===== src/ttc_defs.svh =====
// Offsets, field positions, reset values and timing counts of the three-timer block.
// Included by the ttc_timer and ttc_top design files; holds definitions only.
// Operation
// - Three independent 16-bit up/down timers: one core, two auxiliary.
// - No timer counts faster than once per four module clocks.
// - Each timer picks timer, gated, counter or incremental mode on its own.
// - Each timer has its own control register.
// - The input pin gates in gated mode and gives count events in counter mode.
// - Timers count up or down, set by software or the direction pin.
// - Core wraps toggle a latch, driven onto the output pin when enabled.
// - Auxiliary timers chain on latch transitions, or reload or capture the core.
// - Software may read and overwrite every count register at any time.
// - A software write beats a same-cycle step, reload or capture.
// - Each timer drives its own interrupt request line.
// - Mode codes: 000 timer, 001 counter, 010/011 gated, 110/111 incremental.
// - Counting needs the run bit, and in gated mode without chaining the active gate level.
// - Direction: software bit, or pin xor software bit when the pin is enabled.
// - Block prescaler select 00 /8, 01 /4, 10 /32, 11 /16.
`ifndef TTC_DEFS_SVH
`define TTC_DEFS_SVH

`define TTC_CNT_W      16
`define TTC_OFF_CTRL0  8'h00
`define TTC_OFF_CTRL1  8'h04
`define TTC_OFF_CTRL2  8'h08
`define TTC_OFF_CNT0   8'h0c
`define TTC_OFF_CNT1   8'h10
`define TTC_OFF_CNT2   8'h14
`define TTC_OFF_STS    8'h18
`define TTC_OFF_MSK    8'h1c

`define TTC_F_BPS_HI   12
`define TTC_F_BPS_LO   11
`define TTC_F_LATCH    10
`define TTC_F_AUX_HI   10
`define TTC_F_AUX_LO   9
`define TTC_F_OE       9
`define TTC_F_UDE      8
`define TTC_F_UD       7
`define TTC_F_RUN      6
`define TTC_F_MODE_HI  5
`define TTC_F_MODE_LO  3
`define TTC_F_EDGE_HI  1
`define TTC_F_EDGE_LO  0

`define TTC_RST_CTRL   16'h0000
`define TTC_RST_CNT    16'h0000

`define TTC_MIN_DIV    4
`define TTC_DIV_SEL0   8
`define TTC_DIV_SEL1   4
`define TTC_DIV_SEL2   32
`define TTC_DIV_SEL3   16

`define TTC_RESP_OKAY  2'h0
`define TTC_RESP_ERR   2'h2

`endif


===== src/ttc_pkg.sv =====
// Types shared by the timer block: mode and auxiliary function codes.
// Encodings equal the control register field values.
package ttc_pkg;
	typedef enum logic [2:0] {
		TTC_M_TIMER   = 3'h0,
		TTC_M_COUNTER = 3'h1,
		TTC_M_GATE_LO = 3'h2,
		TTC_M_GATE_HI = 3'h3,
		TTC_M_INC_ROT = 3'h6,
		TTC_M_INC_EDG = 3'h7
	} ttc_mode_t;

	typedef enum logic [1:0] {
		TTC_AUX_SOLO    = 2'h0,
		TTC_AUX_CONCAT  = 2'h1,
		TTC_AUX_RELOAD  = 2'h2,
		TTC_AUX_CAPTURE = 2'h3
	} ttc_aux_t;
endpackage


===== src/ttc_timer.sv =====
// One 16-bit up/down timer with mode decode and overwrite priority.
// Assumes synchronised pin levels and one-cycle strobes from the top level.
`timescale 1ns/10ps
`include "ttc_defs.svh"
module ttc_timer #(
	parameter int W = `TTC_CNT_W
) (
	// Clock and reset
	input  wire logic               aclk,
	input  wire logic               aresetn,
	// Configuration
	input  wire ttc_pkg::ttc_mode_t mode,
	input  wire logic [1:0]         edge_sel,
	input  wire logic               run,
	input  wire logic               down,
	// Count sources
	input  wire logic               base_tick,
	input  wire logic               q4_tick,
	input  wire logic               in_lvl,
	input  wire logic               in_rise,
	input  wire logic               in_fall,
	input  wire logic               dir_edge,
	input  wire logic               chain_en,
	input  wire logic               chain_evt,
	input  wire logic               hold,
	// Overwrite paths
	input  wire logic               cpu_wr,
	input  wire logic [W-1:0]       cpu_val,
	input  wire logic               load,
	input  wire logic [W-1:0]       load_val,
	// Results
	output logic [W-1:0]            count_reg,
	output logic                    wrap_now,
	output logic                    wrap_reg
);
	import ttc_pkg::*;

	logic         gate_ok;
	logic         pin_evt;
	logic         pend_reg;
	logic         timed;
	logic         step;
	logic         at_end;
	logic [W-1:0] count_next;

	always_comb begin
		case (mode)
			TTC_M_GATE_LO: gate_ok = !in_lvl;
			TTC_M_GATE_HI: gate_ok = in_lvl;
			default:       gate_ok = 1'b1;
		endcase
	end

	// Reserved codes 100 and 101 give no events and so hold the count
	always_comb begin
		case (mode)
			TTC_M_COUNTER: pin_evt = (edge_sel[0] & in_rise) | (edge_sel[1] & in_fall);
			TTC_M_INC_ROT: pin_evt = in_rise | in_fall;
			TTC_M_INC_EDG: pin_evt = in_rise | in_fall | dir_edge;
			default:       pin_evt = 1'b0;
		endcase
	end

	assign timed = (mode == TTC_M_TIMER) || (mode == TTC_M_GATE_LO) || (mode == TTC_M_GATE_HI);

	// Pin events wait for the quarter strobe; two edges in one window count once
	always_ff @(posedge aclk) begin
		if (!aresetn || !run || q4_tick) begin
			pend_reg <= 1'b0;
		end else if (pin_evt) begin
			pend_reg <= 1'b1;
		end
	end

	always_comb begin
		if (chain_en) begin
			step = chain_evt;
		end else if (timed) begin
			step = base_tick & gate_ok;
		end else begin
			step = q4_tick & (pend_reg | pin_evt);
		end
		step = step & run & !hold;
	end

	assign at_end = down ? (count_reg == '0) : (count_reg == '1);
	assign wrap_now = step & at_end & !cpu_wr;

	always_comb begin
		if (cpu_wr) begin
			count_next = cpu_val;
		end else if (load) begin
			count_next = load_val;
		end else if (step) begin
			count_next = down ? count_reg - 1'b1 : count_reg + 1'b1;
		end else begin
			count_next = count_reg;
		end
	end

	always_ff @(posedge aclk) begin
		if (!aresetn) begin
			count_reg <= `TTC_RST_CNT;
		end else begin
			count_reg <= count_next;
		end
	end

	always_ff @(posedge aclk) begin
		if (!aresetn) begin
			wrap_reg <= 1'b0;
		end else begin
			wrap_reg <= wrap_now;
		end
	end
endmodule


===== src/ttc_top.sv =====
// Three-timer block: core and two auxiliary 16-bit timers behind an AXI4-Lite slave.
// Assumes pins are asynchronous to aclk; interrupt priority lives outside.
//
// Implementation choices: the AXI4-Lite interface to the registers and the register offsets.
`timescale 1ns/10ps
`include "ttc_defs.svh"
module ttc_top #(
	parameter int ADDR_W = 8
) (
	// Clock and reset
	input  wire logic              aclk,
	input  wire logic              aresetn,
	// AXI4-Lite write channels
	input  wire logic [ADDR_W-1:0] s_axi_awaddr,
	input  wire logic              s_axi_awvalid,
	output logic                   s_axi_awready,
	input  wire logic [31:0]       s_axi_wdata,
	input  wire logic [3:0]        s_axi_wstrb,
	input  wire logic              s_axi_wvalid,
	output logic                   s_axi_wready,
	output logic [1:0]             s_axi_bresp,
	output logic                   s_axi_bvalid,
	input  wire logic              s_axi_bready,
	// AXI4-Lite read channels
	input  wire logic [ADDR_W-1:0] s_axi_araddr,
	input  wire logic              s_axi_arvalid,
	output logic                   s_axi_arready,
	output logic [31:0]            s_axi_rdata,
	output logic [1:0]             s_axi_rresp,
	output logic                   s_axi_rvalid,
	input  wire logic              s_axi_rready,
	// Pins, index 0 core, 1 low auxiliary, 2 high auxiliary
	input  wire logic [2:0]        timer_input_pin,
	input  wire logic [2:0]        external_direction_input,
	output logic                   toggle_output_pin,
	output logic                   toggle_output_oe,
	// Interrupts
	output logic [2:0]             timer_irq,
	output logic                   irq
);
	import ttc_pkg::*;

	localparam int NT    = 3;
	localparam int W     = `TTC_CNT_W;
	localparam int S_STS = 6;
	localparam int S_MSK = 7;

	logic [5:0]      sync1_reg;
	logic [5:0]      sync2_reg;
	logic [5:0]      sync3_reg;
	logic [NT-1:0]   in_lvl;
	logic [NT-1:0]   eud_lvl;
	logic [NT-1:0]   in_rise;
	logic [NT-1:0]   in_fall;
	logic [NT-1:0]   eud_edge;
	logic [4:0]      presc_reg;
	logic [4:0]      presc_mask;
	logic [1:0]      presc_sel;
	logic            base_tick;
	logic            q4_tick;
	logic            aw_full_reg;
	logic            w_full_reg;
	logic [ADDR_W-1:0] awaddr_reg;
	logic [31:0]     wdata_reg;
	logic [3:0]      wstrb_reg;
	logic            bvalid_reg;
	logic [1:0]      bresp_reg;
	logic            rvalid_reg;
	logic [1:0]      rresp_reg;
	logic [31:0]     rdata_reg;
	logic [31:0]     rd_word;
	logic            wr_go;
	logic [7:0]      wsel;
	logic [7:0]      rsel;
	logic [W-1:0]    ctrl_reg [NT];
	logic [W-1:0]    ctrl_view [NT];
	logic [W-1:0]    cnt [NT];
	logic [W-1:0]    cpu_val [NT];
	logic [W-1:0]    load_val [NT];
	logic            cpu_wr [NT];
	logic            load [NT];
	logic            hold [NT];
	logic            chain_en [NT];
	logic            down [NT];
	logic            wrap_now [NT];
	logic            wrap_p [NT];
	ttc_aux_t        aux_f [NT];
	logic [NT-1:0]   wrap_vec;
	logic            rel1;
	logic            rel2;
	logic            latch_reg;
	logic            latch_q_reg;
	logic            chain_evt;
	logic            pin_reg;
	logic [NT-1:0]   sts_reg;
	logic [NT-1:0]   msk_reg;
	logic [NT-1:0]   w1c;

	// One-hot register select; zero marks an unmapped address
	function automatic logic [7:0] reg_sel(input logic [ADDR_W-1:0] a);
		logic [ADDR_W-1:0] w;
		w = {a[ADDR_W-1:2], 2'b00};
		case (w)
			ADDR_W'(`TTC_OFF_CTRL0): reg_sel = 8'h01;
			ADDR_W'(`TTC_OFF_CTRL1): reg_sel = 8'h02;
			ADDR_W'(`TTC_OFF_CTRL2): reg_sel = 8'h04;
			ADDR_W'(`TTC_OFF_CNT0):  reg_sel = 8'h08;
			ADDR_W'(`TTC_OFF_CNT1):  reg_sel = 8'h10;
			ADDR_W'(`TTC_OFF_CNT2):  reg_sel = 8'h20;
			ADDR_W'(`TTC_OFF_STS):   reg_sel = 8'h40;
			ADDR_W'(`TTC_OFF_MSK):   reg_sel = 8'h80;
			default:                 reg_sel = 8'h00;
		endcase
	endfunction

	function automatic logic [15:0] merge16(input logic [15:0] old, input logic [31:0] d,
		input logic [3:0] s);
		merge16 = {s[1] ? d[15:8] : old[15:8], s[0] ? d[7:0] : old[7:0]};
	endfunction

	// Pin xor software bit when the pin is enabled, else software bit alone
	function automatic logic dir_down(input logic [15:0] c, input logic eud);
		dir_down = c[`TTC_F_UDE] ? (eud ^ c[`TTC_F_UD]) : c[`TTC_F_UD];
	endfunction

	// Pin synchronisers; the third stage only serves edge detection
	always_ff @(posedge aclk) begin
		if (!aresetn) begin
			sync1_reg <= 6'h00;
			sync2_reg <= 6'h00;
			sync3_reg <= 6'h00;
		end else begin
			sync1_reg <= {external_direction_input, timer_input_pin};
			sync2_reg <= sync1_reg;
			sync3_reg <= sync2_reg;
		end
	end

	assign in_lvl   = sync2_reg[2:0];
	assign eud_lvl  = sync2_reg[5:3];
	assign in_rise  = sync2_reg[2:0] & ~sync3_reg[2:0];
	assign in_fall  = ~sync2_reg[2:0] & sync3_reg[2:0];
	assign eud_edge = sync2_reg[5:3] ^ sync3_reg[5:3];

	// Free-running prescaler; the /4 select is also the fastest count rate
	always_ff @(posedge aclk) begin
		if (!aresetn) begin
			presc_reg <= 5'h00;
		end else begin
			presc_reg <= presc_reg + 5'h01;
		end
	end

	assign presc_sel = ctrl_reg[0][`TTC_F_BPS_HI:`TTC_F_BPS_LO];

	always_comb begin
		unique case (presc_sel)
			2'h0: presc_mask = 5'(`TTC_DIV_SEL0 - 1);
			2'h1: presc_mask = 5'(`TTC_DIV_SEL1 - 1);
			2'h2: presc_mask = 5'(`TTC_DIV_SEL2 - 1);
			2'h3: presc_mask = 5'(`TTC_DIV_SEL3 - 1);
		endcase
	end

	assign base_tick = (presc_reg & presc_mask) == presc_mask;
	assign q4_tick   = (presc_reg & 5'(`TTC_MIN_DIV - 1)) == 5'(`TTC_MIN_DIV - 1);

	// Write address and data are taken in either order; the write fires once both are held
	assign s_axi_awready = !aw_full_reg && !bvalid_reg;
	assign s_axi_wready  = !w_full_reg && !bvalid_reg;
	assign wr_go         = aw_full_reg && w_full_reg && !bvalid_reg;
	assign wsel          = reg_sel(awaddr_reg);

	always_ff @(posedge aclk) begin
		if (!aresetn) begin
			aw_full_reg <= 1'b0;
			awaddr_reg  <= '0;
		end else if (s_axi_awvalid && s_axi_awready) begin
			aw_full_reg <= 1'b1;
			awaddr_reg  <= s_axi_awaddr;
		end else if (wr_go) begin
			aw_full_reg <= 1'b0;
		end
	end

	always_ff @(posedge aclk) begin
		if (!aresetn) begin
			w_full_reg <= 1'b0;
			wdata_reg  <= 32'h0;
			wstrb_reg  <= 4'h0;
		end else if (s_axi_wvalid && s_axi_wready) begin
			w_full_reg <= 1'b1;
			wdata_reg  <= s_axi_wdata;
			wstrb_reg  <= s_axi_wstrb;
		end else if (wr_go) begin
			w_full_reg <= 1'b0;
		end
	end

	always_ff @(posedge aclk) begin
		if (!aresetn) begin
			bvalid_reg <= 1'b0;
			bresp_reg  <= `TTC_RESP_OKAY;
		end else if (wr_go) begin
			bvalid_reg <= 1'b1;
			bresp_reg  <= (wsel == 8'h00) ? `TTC_RESP_ERR : `TTC_RESP_OKAY;
		end else if (s_axi_bready) begin
			bvalid_reg <= 1'b0;
		end
	end

	assign s_axi_bvalid = bvalid_reg;
	assign s_axi_bresp  = bresp_reg;

	// Read side: one read in flight, answered the cycle after the address is taken
	assign s_axi_arready = !rvalid_reg;
	assign rsel          = reg_sel(s_axi_araddr);

	always_comb begin
		rd_word = 32'h0;
		for (int i = 0; i < NT; i++) begin
			if (rsel[i]) begin
				rd_word = {16'h0, ctrl_view[i]};
			end
			if (rsel[NT+i]) begin
				rd_word = {16'h0, cnt[i]};
			end
		end
		if (rsel[S_STS]) begin
			rd_word = {29'h0, sts_reg};
		end
		if (rsel[S_MSK]) begin
			rd_word = {29'h0, msk_reg};
		end
	end

	always_ff @(posedge aclk) begin
		if (!aresetn) begin
			rvalid_reg <= 1'b0;
			rresp_reg  <= `TTC_RESP_OKAY;
			rdata_reg  <= 32'h0;
		end else if (s_axi_arvalid && s_axi_arready) begin
			rvalid_reg <= 1'b1;
			rresp_reg  <= (rsel == 8'h00) ? `TTC_RESP_ERR : `TTC_RESP_OKAY;
			rdata_reg  <= rd_word;
		end else if (s_axi_rready) begin
			rvalid_reg <= 1'b0;
		end
	end

	assign s_axi_rvalid = rvalid_reg;
	assign s_axi_rresp  = rresp_reg;
	assign s_axi_rdata  = rdata_reg;

	// Auxiliary functions; the lower auxiliary wins if both ask to reload the core
	assign rel1 = aux_f[1] == TTC_AUX_RELOAD;
	assign rel2 = aux_f[2] == TTC_AUX_RELOAD;

	for (genvar i = 0; i < NT; i++) begin : g_tmr
		always_ff @(posedge aclk) begin
			if (!aresetn) begin
				ctrl_reg[i] <= `TTC_RST_CTRL;
			end else if (wr_go && wsel[i]) begin
				ctrl_reg[i] <= merge16(ctrl_reg[i], wdata_reg, wstrb_reg);
			end
		end

		assign aux_f[i]    = (i == 0) ? TTC_AUX_SOLO :
			ttc_aux_t'(ctrl_reg[i][`TTC_F_AUX_HI:`TTC_F_AUX_LO]);
		assign down[i]     = dir_down(ctrl_reg[i], eud_lvl[i]);
		assign cpu_wr[i]   = wr_go && wsel[NT+i] && (wstrb_reg[1:0] != 2'h0);
		assign cpu_val[i]  = merge16(cnt[i], wdata_reg, wstrb_reg);
		assign chain_en[i] = aux_f[i] == TTC_AUX_CONCAT;
		assign hold[i]     = (aux_f[i] == TTC_AUX_RELOAD) || (aux_f[i] == TTC_AUX_CAPTURE);
		assign load[i]     = (i == 0) ? (wrap_now[0] && (rel1 || rel2)) :
			(aux_f[i] == TTC_AUX_CAPTURE && in_rise[i]);
		assign load_val[i] = (i == 0) ? (rel1 ? cnt[1] : cnt[2]) : cnt[0];
		assign ctrl_view[i] = {down[i], 2'b00,
			(i == 0) ? {ctrl_reg[i][12:11], latch_reg} : {2'b00, ctrl_reg[i][10]},
			ctrl_reg[i][9:0]};

		ttc_timer #(
			.W(W)
		) u_tmr (
			.aclk      (aclk),
			.aresetn   (aresetn),
			.mode      (ttc_mode_t'(ctrl_reg[i][`TTC_F_MODE_HI:`TTC_F_MODE_LO])),
			.edge_sel  (ctrl_reg[i][`TTC_F_EDGE_HI:`TTC_F_EDGE_LO]),
			.run       (ctrl_reg[i][`TTC_F_RUN]),
			.down      (down[i]),
			.base_tick (base_tick),
			.q4_tick   (q4_tick),
			.in_lvl    (in_lvl[i]),
			.in_rise   (in_rise[i]),
			.in_fall   (in_fall[i]),
			.dir_edge  (eud_edge[i]),
			.chain_en  (chain_en[i]),
			.chain_evt (chain_evt),
			.hold      (hold[i]),
			.cpu_wr    (cpu_wr[i]),
			.cpu_val   (cpu_val[i]),
			.load      (load[i]),
			.load_val  (load_val[i]),
			.count_reg (cnt[i]),
			.wrap_now  (wrap_now[i]),
			.wrap_reg  (wrap_p[i])
		);
	end

	// Latch write by software beats a same-cycle toggle
	always_ff @(posedge aclk) begin
		if (!aresetn) begin
			latch_reg <= 1'b0;
		end else if (wr_go && wsel[0] && wstrb_reg[1]) begin
			latch_reg <= wdata_reg[`TTC_F_LATCH];
		end else if (wrap_now[0]) begin
			latch_reg <= !latch_reg;
		end
	end

	always_ff @(posedge aclk) begin
		if (!aresetn) begin
			latch_q_reg <= 1'b0;
			pin_reg     <= 1'b0;
		end else begin
			latch_q_reg <= latch_reg;
			pin_reg     <= ctrl_reg[0][`TTC_F_OE] & latch_reg;
		end
	end

	assign chain_evt         = latch_reg ^ latch_q_reg;
	assign toggle_output_pin = pin_reg;
	assign toggle_output_oe  = ctrl_reg[0][`TTC_F_OE];

	// Sticky status, write one to clear; a new wrap wins over the clear
	always_comb begin
		for (int i = 0; i < NT; i++) begin
			wrap_vec[i] = wrap_p[i];
		end
	end

	assign w1c = (wr_go && wsel[S_STS] && wstrb_reg[0]) ? wdata_reg[NT-1:0] : '0;

	always_ff @(posedge aclk) begin
		if (!aresetn) begin
			sts_reg <= '0;
		end else begin
			sts_reg <= (sts_reg & ~w1c) | wrap_vec;
		end
	end

	always_ff @(posedge aclk) begin
		if (!aresetn) begin
			msk_reg <= '0;
		end else if (wr_go && wsel[S_MSK] && wstrb_reg[0]) begin
			msk_reg <= wdata_reg[NT-1:0];
		end
	end

	assign timer_irq = wrap_vec;
	assign irq       = |(sts_reg & msk_reg);
endmodule

===== config.mk =====
export PLATFORM = sky130hd
export DESIGN_NAME = ttc_top
export DESIGN_NICKNAME = d
export VERILOG_FILES = /design/src/ttc_pkg.sv /design/src/ttc_timer.sv /design/src/ttc_top.sv
export VERILOG_INCLUDE_DIRS = /design/src
export SDC_FILE = /design/constraint.sdc
export NUM_CORES = 1
export LEC_CHECK = 0
export BUFFER_PORTS_ARGS = -buffer_cell sky130_fd_sc_hd__buf_2
export CORE_MARGIN = 1
export CORE_UTILIZATION = 55
export CTS_CLUSTER_SIZE = 28
export DETAILED_ROUTE_END_ITERATION = 8
export PLACE_DENSITY = 0.75
export SLEW_MARGIN = 20
export SYNTH_ARGS = -nofsm -noshare
export SYNTH_HDL_FRONTEND = slang
export SYNTH_SLANG_ARGS = --single-unit

===== constraint.sdc =====
create_clock -name aclk -period 7.86 [get_ports aclk]
set_input_delay 2.358 -clock aclk [delete_from_list [all_inputs] [get_ports aclk]]
set_output_delay 2.358 -clock aclk [all_outputs]
set_load 0.05 [all_outputs]

==> results of run 1 <==
==> synthesized netlist by cell type (13+ instances only) <==
cell type  instances  area [um^2]
a31oi_1           15        93.84
a22oi_1           14        105.1
nor4_1            19        118.9
clkbuf_1          57        214.0
and2_1            56        350.3
buf_4             21        157.7
edfxtp_1          34         1021
ha_1              49        613.1
nand3_1           42        210.2
o21ai_0           84        420.4
xor2_1            23        201.4
o211ai_1          36        270.3
mux2i_1           23        230.2
xnor2_1           25        219.0
a211oi_1          24        180.2
a21oi_1           94        470.5
inv_1             34        127.6
a21o_1            15        112.6
dfxtp_1          140         2803
and3_1            13        81.33
nand4_1           17        106.4
nor2_1            95        356.6
nor3_1            22        110.1
nand2_1          168        630.6
==> power breakdown <==
part | internal (W) | switching [W]
Sequential | 0.000942 | 0.0000521
Combinational | 0.0000864 | 0.000176
Clock | 0.000457 | 0.000411
==> final cells by class <==
cell class                 count  area (um^2)
fill                        1645         7212
sequential                   174         3824
clock inverter                14        171.4
timing repair buffer          80        422.9
tap                          260        325.3
clock buffer                  18        429.2
multi-input combinational   1027         6444
inverter                      34        127.6
==> stage by stage <==
| step | cell area [um^2] | std cells | hold slack, ns |
|---|---|---|---|
| 2_1_floorplan | 10830 | 1328 | 0.4119 |
| 5_1_grt | 11740 | 1607 | 0.4626 |
| 3_3_place_gp | 11140 | 1575 | 0.4129 |
| 6_report | 11740 | 1607 | 0.4461 |
| 4_1_cts | 11740 | 1607 | 0.4472 |
| 3_5_place_dp | 11140 | 1575 | 0.4255 |
==> metal layers <==
| metal | wire, um | share of wire (%) | up-vias | GRT usage, % |
|---|---|---|---|---|
| li1 | - | - | 4820 | - |
| met1 | 14500 | 41 | 4870 | 48.52 |
| met2 | 14580 | 42 | 690 | 52.53 |
| met3 | 4276 | 12 | 130 | 9.180 |
| met4 | 1762 | 5.0 | 0 | 16.07 |
| met5 | 0 | 0 | - | 0 |
==> path summary, 6_finish.rpt <==
check | start | to | slack [ns] | depth (start not counted)
worst min register to register | sync1_reg[0] | sync2_reg[0] | 0.45 | 1
worst min-delay path | sync1_reg[0] | sync2_reg[0] | 0.45 | 1
worst max register to register | ctrl_reg[2][8] | g_tmr[2].u_tmr.count_reg[13] | 4.00 | 11
worst max-delay path | s_axi_araddr[6] | s_axi_rdata[15] | 3.35 | 7
==> cell families (layout without fill, tap and decap cells) <==
family | Yosys count | in the layout | synth area share (%)
simple gates | 488 | 488 | 21.86
compound gates | 390 | 390 | 23.86
flops | 174 | 174 | 35.51
buf+inv | 127 | 146 | 5.392
fa+ha+maj | 52 | 52 | 6.252
xor+xnor | 48 | 48 | 3.905
mux | 31 | 31 | 3.184
other cells | 1 | 18 | 0.03483
==> critical path, cell delays in order <==
cell	delay (ns)
buf_2	0.10
nor3_1	0.53
nand2b_1	0.40
nor3_1	0.88
nand2_1	0.12
a22oi_1	0.30
a21oi_1	0.10
==> metrics.csv, run 1 <==
metric,value,unit
nets,1451,
Yosys warnings,0,
via/cell ratio,6.540,
Util after Layout,61.95,%
DIE WIDTH,141.9,um
total core area,0.01896,mm^2
first-pass GRT wire length,54.21,mm
CP endpoint kind,flip-flop,
Placer Congestion,1.002,
Max Fanout on Critical Path,12,
vias in the first global route,9442,
Setup crit start kind,input port,
final setup fails,0,
RSZ-0062 raised after global routing,false,
Syn Area/Cell,8.212,um^2
sequential fraction of the synthesis area,35.51,%
Antenna Cells,0,
initial antenna violation count,0,
Hold Buf Count CTS,0,
total power,0.002125,W
CTS Buffer Depth,2,
Post-Syn Area,0.01077,mm^2
number of synthesized flops with an enable pin,34,
CTS buffer count,17,
"CTS clk-pin slew, worst paths",0.07,ns
minimum clock period,4.506,ns
FP Rows,50,
Initial DRT Pass Iterations,9,
largest net degree at the start of global routing,55,
pre-CTS WS,3.015,ns
total number of vias,10510,
TritonCTS Sinks,174,
Root Driver,clkbuf_16,
Max Cap Viol,0,
register bit total from synthesis,174,
quantity of I/O buffers inserted on ports,71,
Initial Util,56.80,%
status,finished clean,
layout cells sized above 1,10.54,%
max-slew violations,0,
gr ovfl total,0,
Async SR Flop Fraction,0,%
total wire length,35.11,mm
Area Growth Syn to Fin,9.076,%
HP Class,flip-flop to flip-flop,
post-synthesis cell type count,77,
Worst-Margin Slew,1.021,ns
H-tree depth,4,
setup bufs post-CTS,0,
I/O pins,112,
worst vdd ir,0.0001617,V
worst setup margin,3.354,ns
gr usage total,35.53,%
TritonCTS clock tree,built,
Final Cycle Share,57.33,%
HPWL after DPL,24.79,mm
Max-slew headroom,31.40,%
most frequent cells in the layout,"nand2_1, dfxtp_1, nor2_1",
Fmax,0.2219,GHz
Post-DRT Antenna Nets,0,
PD cells,180.9,mW/mm^2
Gate Count Post-Synth,1311,
most common library cell in the layout ignoring fill and taps,nand2_1,
full die area,0.02014,mm^2
Leakage,4.629,nW
1st-iter DRT viols,1500,
setup TNS,0,ns
Clock Latency Late Sink,0.44,ns
dominant synthesized flop cell,dfxtp_1,
worst path arrival time,4.80,ns
post-cts sizing count,0,
DRC viols,0,
Fin. Hold Viols,0,
critical path type,input port to flip-flop,
required time of the critical path,8.15,ns
WL per Instance,21.85,um
max reg flops,48,
Chip Height,141.9,um
Setup Skew,0.01227,ns
Power figures use the tool's default switching activity.
==> run 2: changes to the inputs <==
==> constraint.sdc (replaced) <==
create_clock -name aclk -period 4.3 [get_ports aclk]
set_input_delay 1.29 -clock aclk [delete_from_list [all_inputs] [get_ports aclk]]
set_output_delay 1.29 -clock aclk [all_outputs]
set_load 0.05 [all_outputs]
==> run 2 against run 1 <==
  * Sequential power is 82% higher
  * Die area stayed put
  * Utilization is 0.46 points higher
  * First-iteration DRC count is 0.47% lower
  * Critical path depth is 4 higher
  * Clock skew is 0.0022 ns higher
  * Cell area is 0.73% higher
  * Critical path type is now flip-flop to flip-flop
  * Via count is 0.49% lower
  * Flip-flop and latch count stayed put
  * Worst hold slack worse by 0.0091 ns
  * Worst setup slack worse by 2.6 ns
==> metrics.csv, run 2 (synthesized netlist as in run 1, its figures left out) <==
metric,value,unit,change
gr usage total,35.18,%,-0.34 points
"CTS clk-pin slew, worst paths",0.08,ns,about the same
Max Cap Viol,0,,unchanged
worst vdd ir,0.0002689,V,+66%
WL per Instance,21.67,um,-0.83%
via/cell ratio,6.468,,-1.1%
Filler cells,1647,,+0.12%
Multi-input gate area,0.006444,mm^2,unchanged
max-slew violations,0,,unchanged
Setup Skew,0.01450,ns,+0.002229 ns
total number of vias,10458,,-0.49%
CP endpoint kind,flip-flop,,
Worst-Margin Slew,1.002,ns,-0.01931 ns
nets,1461,,+0.69%
most frequent cells in the layout,"nand2_1, dfxtp_1, nor2_1",,
TritonCTS Sinks,174,,unchanged
worst setup margin,0.7108,ns,-2.643 ns
max incr delay on CP,0.50,ns,-0.38 ns
Fin. Hold Viols,0,,unchanged
crit path buf inv count,1,,unchanged
max reg flops,48,,unchanged
Max Fanout on Critical Path,15,,+3
PD cells,330.5,mW/mm^2,+83%
"Max stage delay cell, worst path",ha_1,,
minimum clock period,3.589,ns,
DRC viols,0,,unchanged
Antenna Cells,0,,unchanged
I/O pins,112,,unchanged
Setup crit start kind,flip-flop,,
total core area,0.01896,mm^2,unchanged
Register Area,0.003824,mm^2,unchanged
final setup fails,0,,unchanged
setup TNS,0,ns,unchanged
most common library cell in the layout ignoring fill and taps,nand2_1,,
FP Rows,50,,unchanged
Root Driver,clkbuf_16,,
layout cells sized above 1,11.27,%,+0.73 points
Placer Congestion,1.014,,+1.2%
"Largest delay share family, worst path",compound AO/OA/AOI/OAI gates,,
ordered cell list for the critical path,nand2_1 -> xor2_1 -> inv_1 -> ha_1 -> o21ai_0 -> o21ai_0 -> nand3_1 -> a21boi_0 -> mux2_2 -> a21oi_1 -> o22ai_1,,
Leakage,4.690,nW,+1.3%
post-cts sizing count,0,,unchanged
post-route cell area,0.01183,mm^2,+0.73%
required time of the critical path,4.64,ns,-3.51 ns
pre-CTS WS,0.7791,ns,-2.236 ns
Initial DRT Pass Iterations,8,,-1
CTS buffer count,17,,unchanged
1st-iter DRT viols,1493,,-0.47%
Initial Util,56.80,%,unchanged
Area Growth Syn to Fin,9.878,%,
CTS Buffer Depth,2,,unchanged
status,finished clean,,
TritonCTS clock tree,built,,
worst path arrival time,3.93,ns,-0.87 ns
quantity of I/O buffers inserted on ports,71,,unchanged
gr ovfl total,0,,unchanged
largest net degree at the start of global routing,50,,-9.1%
initial antenna violation count,1,,+1
setup bufs post-CTS,0,,unchanged
Post-DP Area,0.01121,mm^2,+0.67%
DIE WIDTH,141.9,um,unchanged
HPWL after DPL,24.85,mm,+0.22%
RSZ-0062 raised after global routing,false,,
full die area,0.02014,mm^2,unchanged
HP Class,flip-flop to flip-flop,,
first-pass GRT wire length,53.14,mm,-2.0%
total wire length,35.04,mm,-0.22%
Hold Buf Count CTS,0,,unchanged
H-tree depth,4,,unchanged
Fmax,0.2786,GHz,
Post-DRT Antenna Nets,0,,unchanged
critical path type,flip-flop to flip-flop,,
Clock Latency Late Sink,0.44,ns,about the same
Max-slew headroom,33.21,%,+1.8 points
cell mode on critical path,o21ai_0,,
vias in the first global route,9125,,-3.4%
Chip Height,141.9,um,unchanged
Final Cycle Share,83.47,%,
-- run 2: where the power goes --
group	switching (W)	internal [W]
Combinational	0.000327	0.000160
Clock	0.000766	0.000843
Sequential	0.0000934	0.00172
-- run 2: worst reg2reg max path, cell delays in order (launching register included) --
cell and delay, ns:
edfxtp_1 0.41, nand2_1 0.09, xor2_1 0.41, inv_1 0.41, ha_1 0.50, o21ai_0 0.15, o21ai_0 0.28, nand3_1 0.17
a21boi_0 0.45, mux2_2 0.39, a21oi_1 0.12, o22ai_1 0.10
-- run 2: final timing paths --
path,cells after the start,start,to,slack [ns]
hold reg to reg,1,sync1_reg[4],sync2_reg[4],0.44
setup reg to reg,11,ctrl_reg[2][8],g_tmr[2].u_tmr.count_reg[13],0.71
hold / removal,1,sync1_reg[4],sync2_reg[4],0.44
setup / recovery,11,ctrl_reg[2][8],g_tmr[2].u_tmr.count_reg[13],0.71
-- run 2: metal layers --
| layer | routed length [um] | GRT usage, % | share of wire [%] | vias to the layer above |
|---|---|---|---|---|
| met5 | 9 | 0 | 0.026 | - |
| met4 | 1806 | 17.54 | 5.2 | 2 |
| met3 | 4382 | 8.707 | 13 | 131 |
| met2 | 14470 | 50.69 | 41 | 681 |
| met1 | 14370 | 48.78 | 41 | 4816 |
| li1 | - | - | - | 4828 |
-- run 2: metrics by stage --
step                      cells  power, W  util (%)  hold WS, ns
after CTS                  1617  0.003903     62.38       0.4388
final                      1617  0.003910     62.41       0.4370
after detailed placement   1585  0.002322     59.16       0.4199
after floorplan            1328  0.002184         -       0.4119
after global routing       1617  0.004026     62.41       0.4467
after global placement     1585  0.002313     59.16       0.4146
-- run 2: layout make-up --
cell class	count	share of cell area, %
multi-input combinational	1027	54.47
tap	260	2.750
clock buffer	17	3.596
clock inverter	15	1.576
inverter	34	1.079
sequential	174	32.32
timing repair buffer	90	4.209
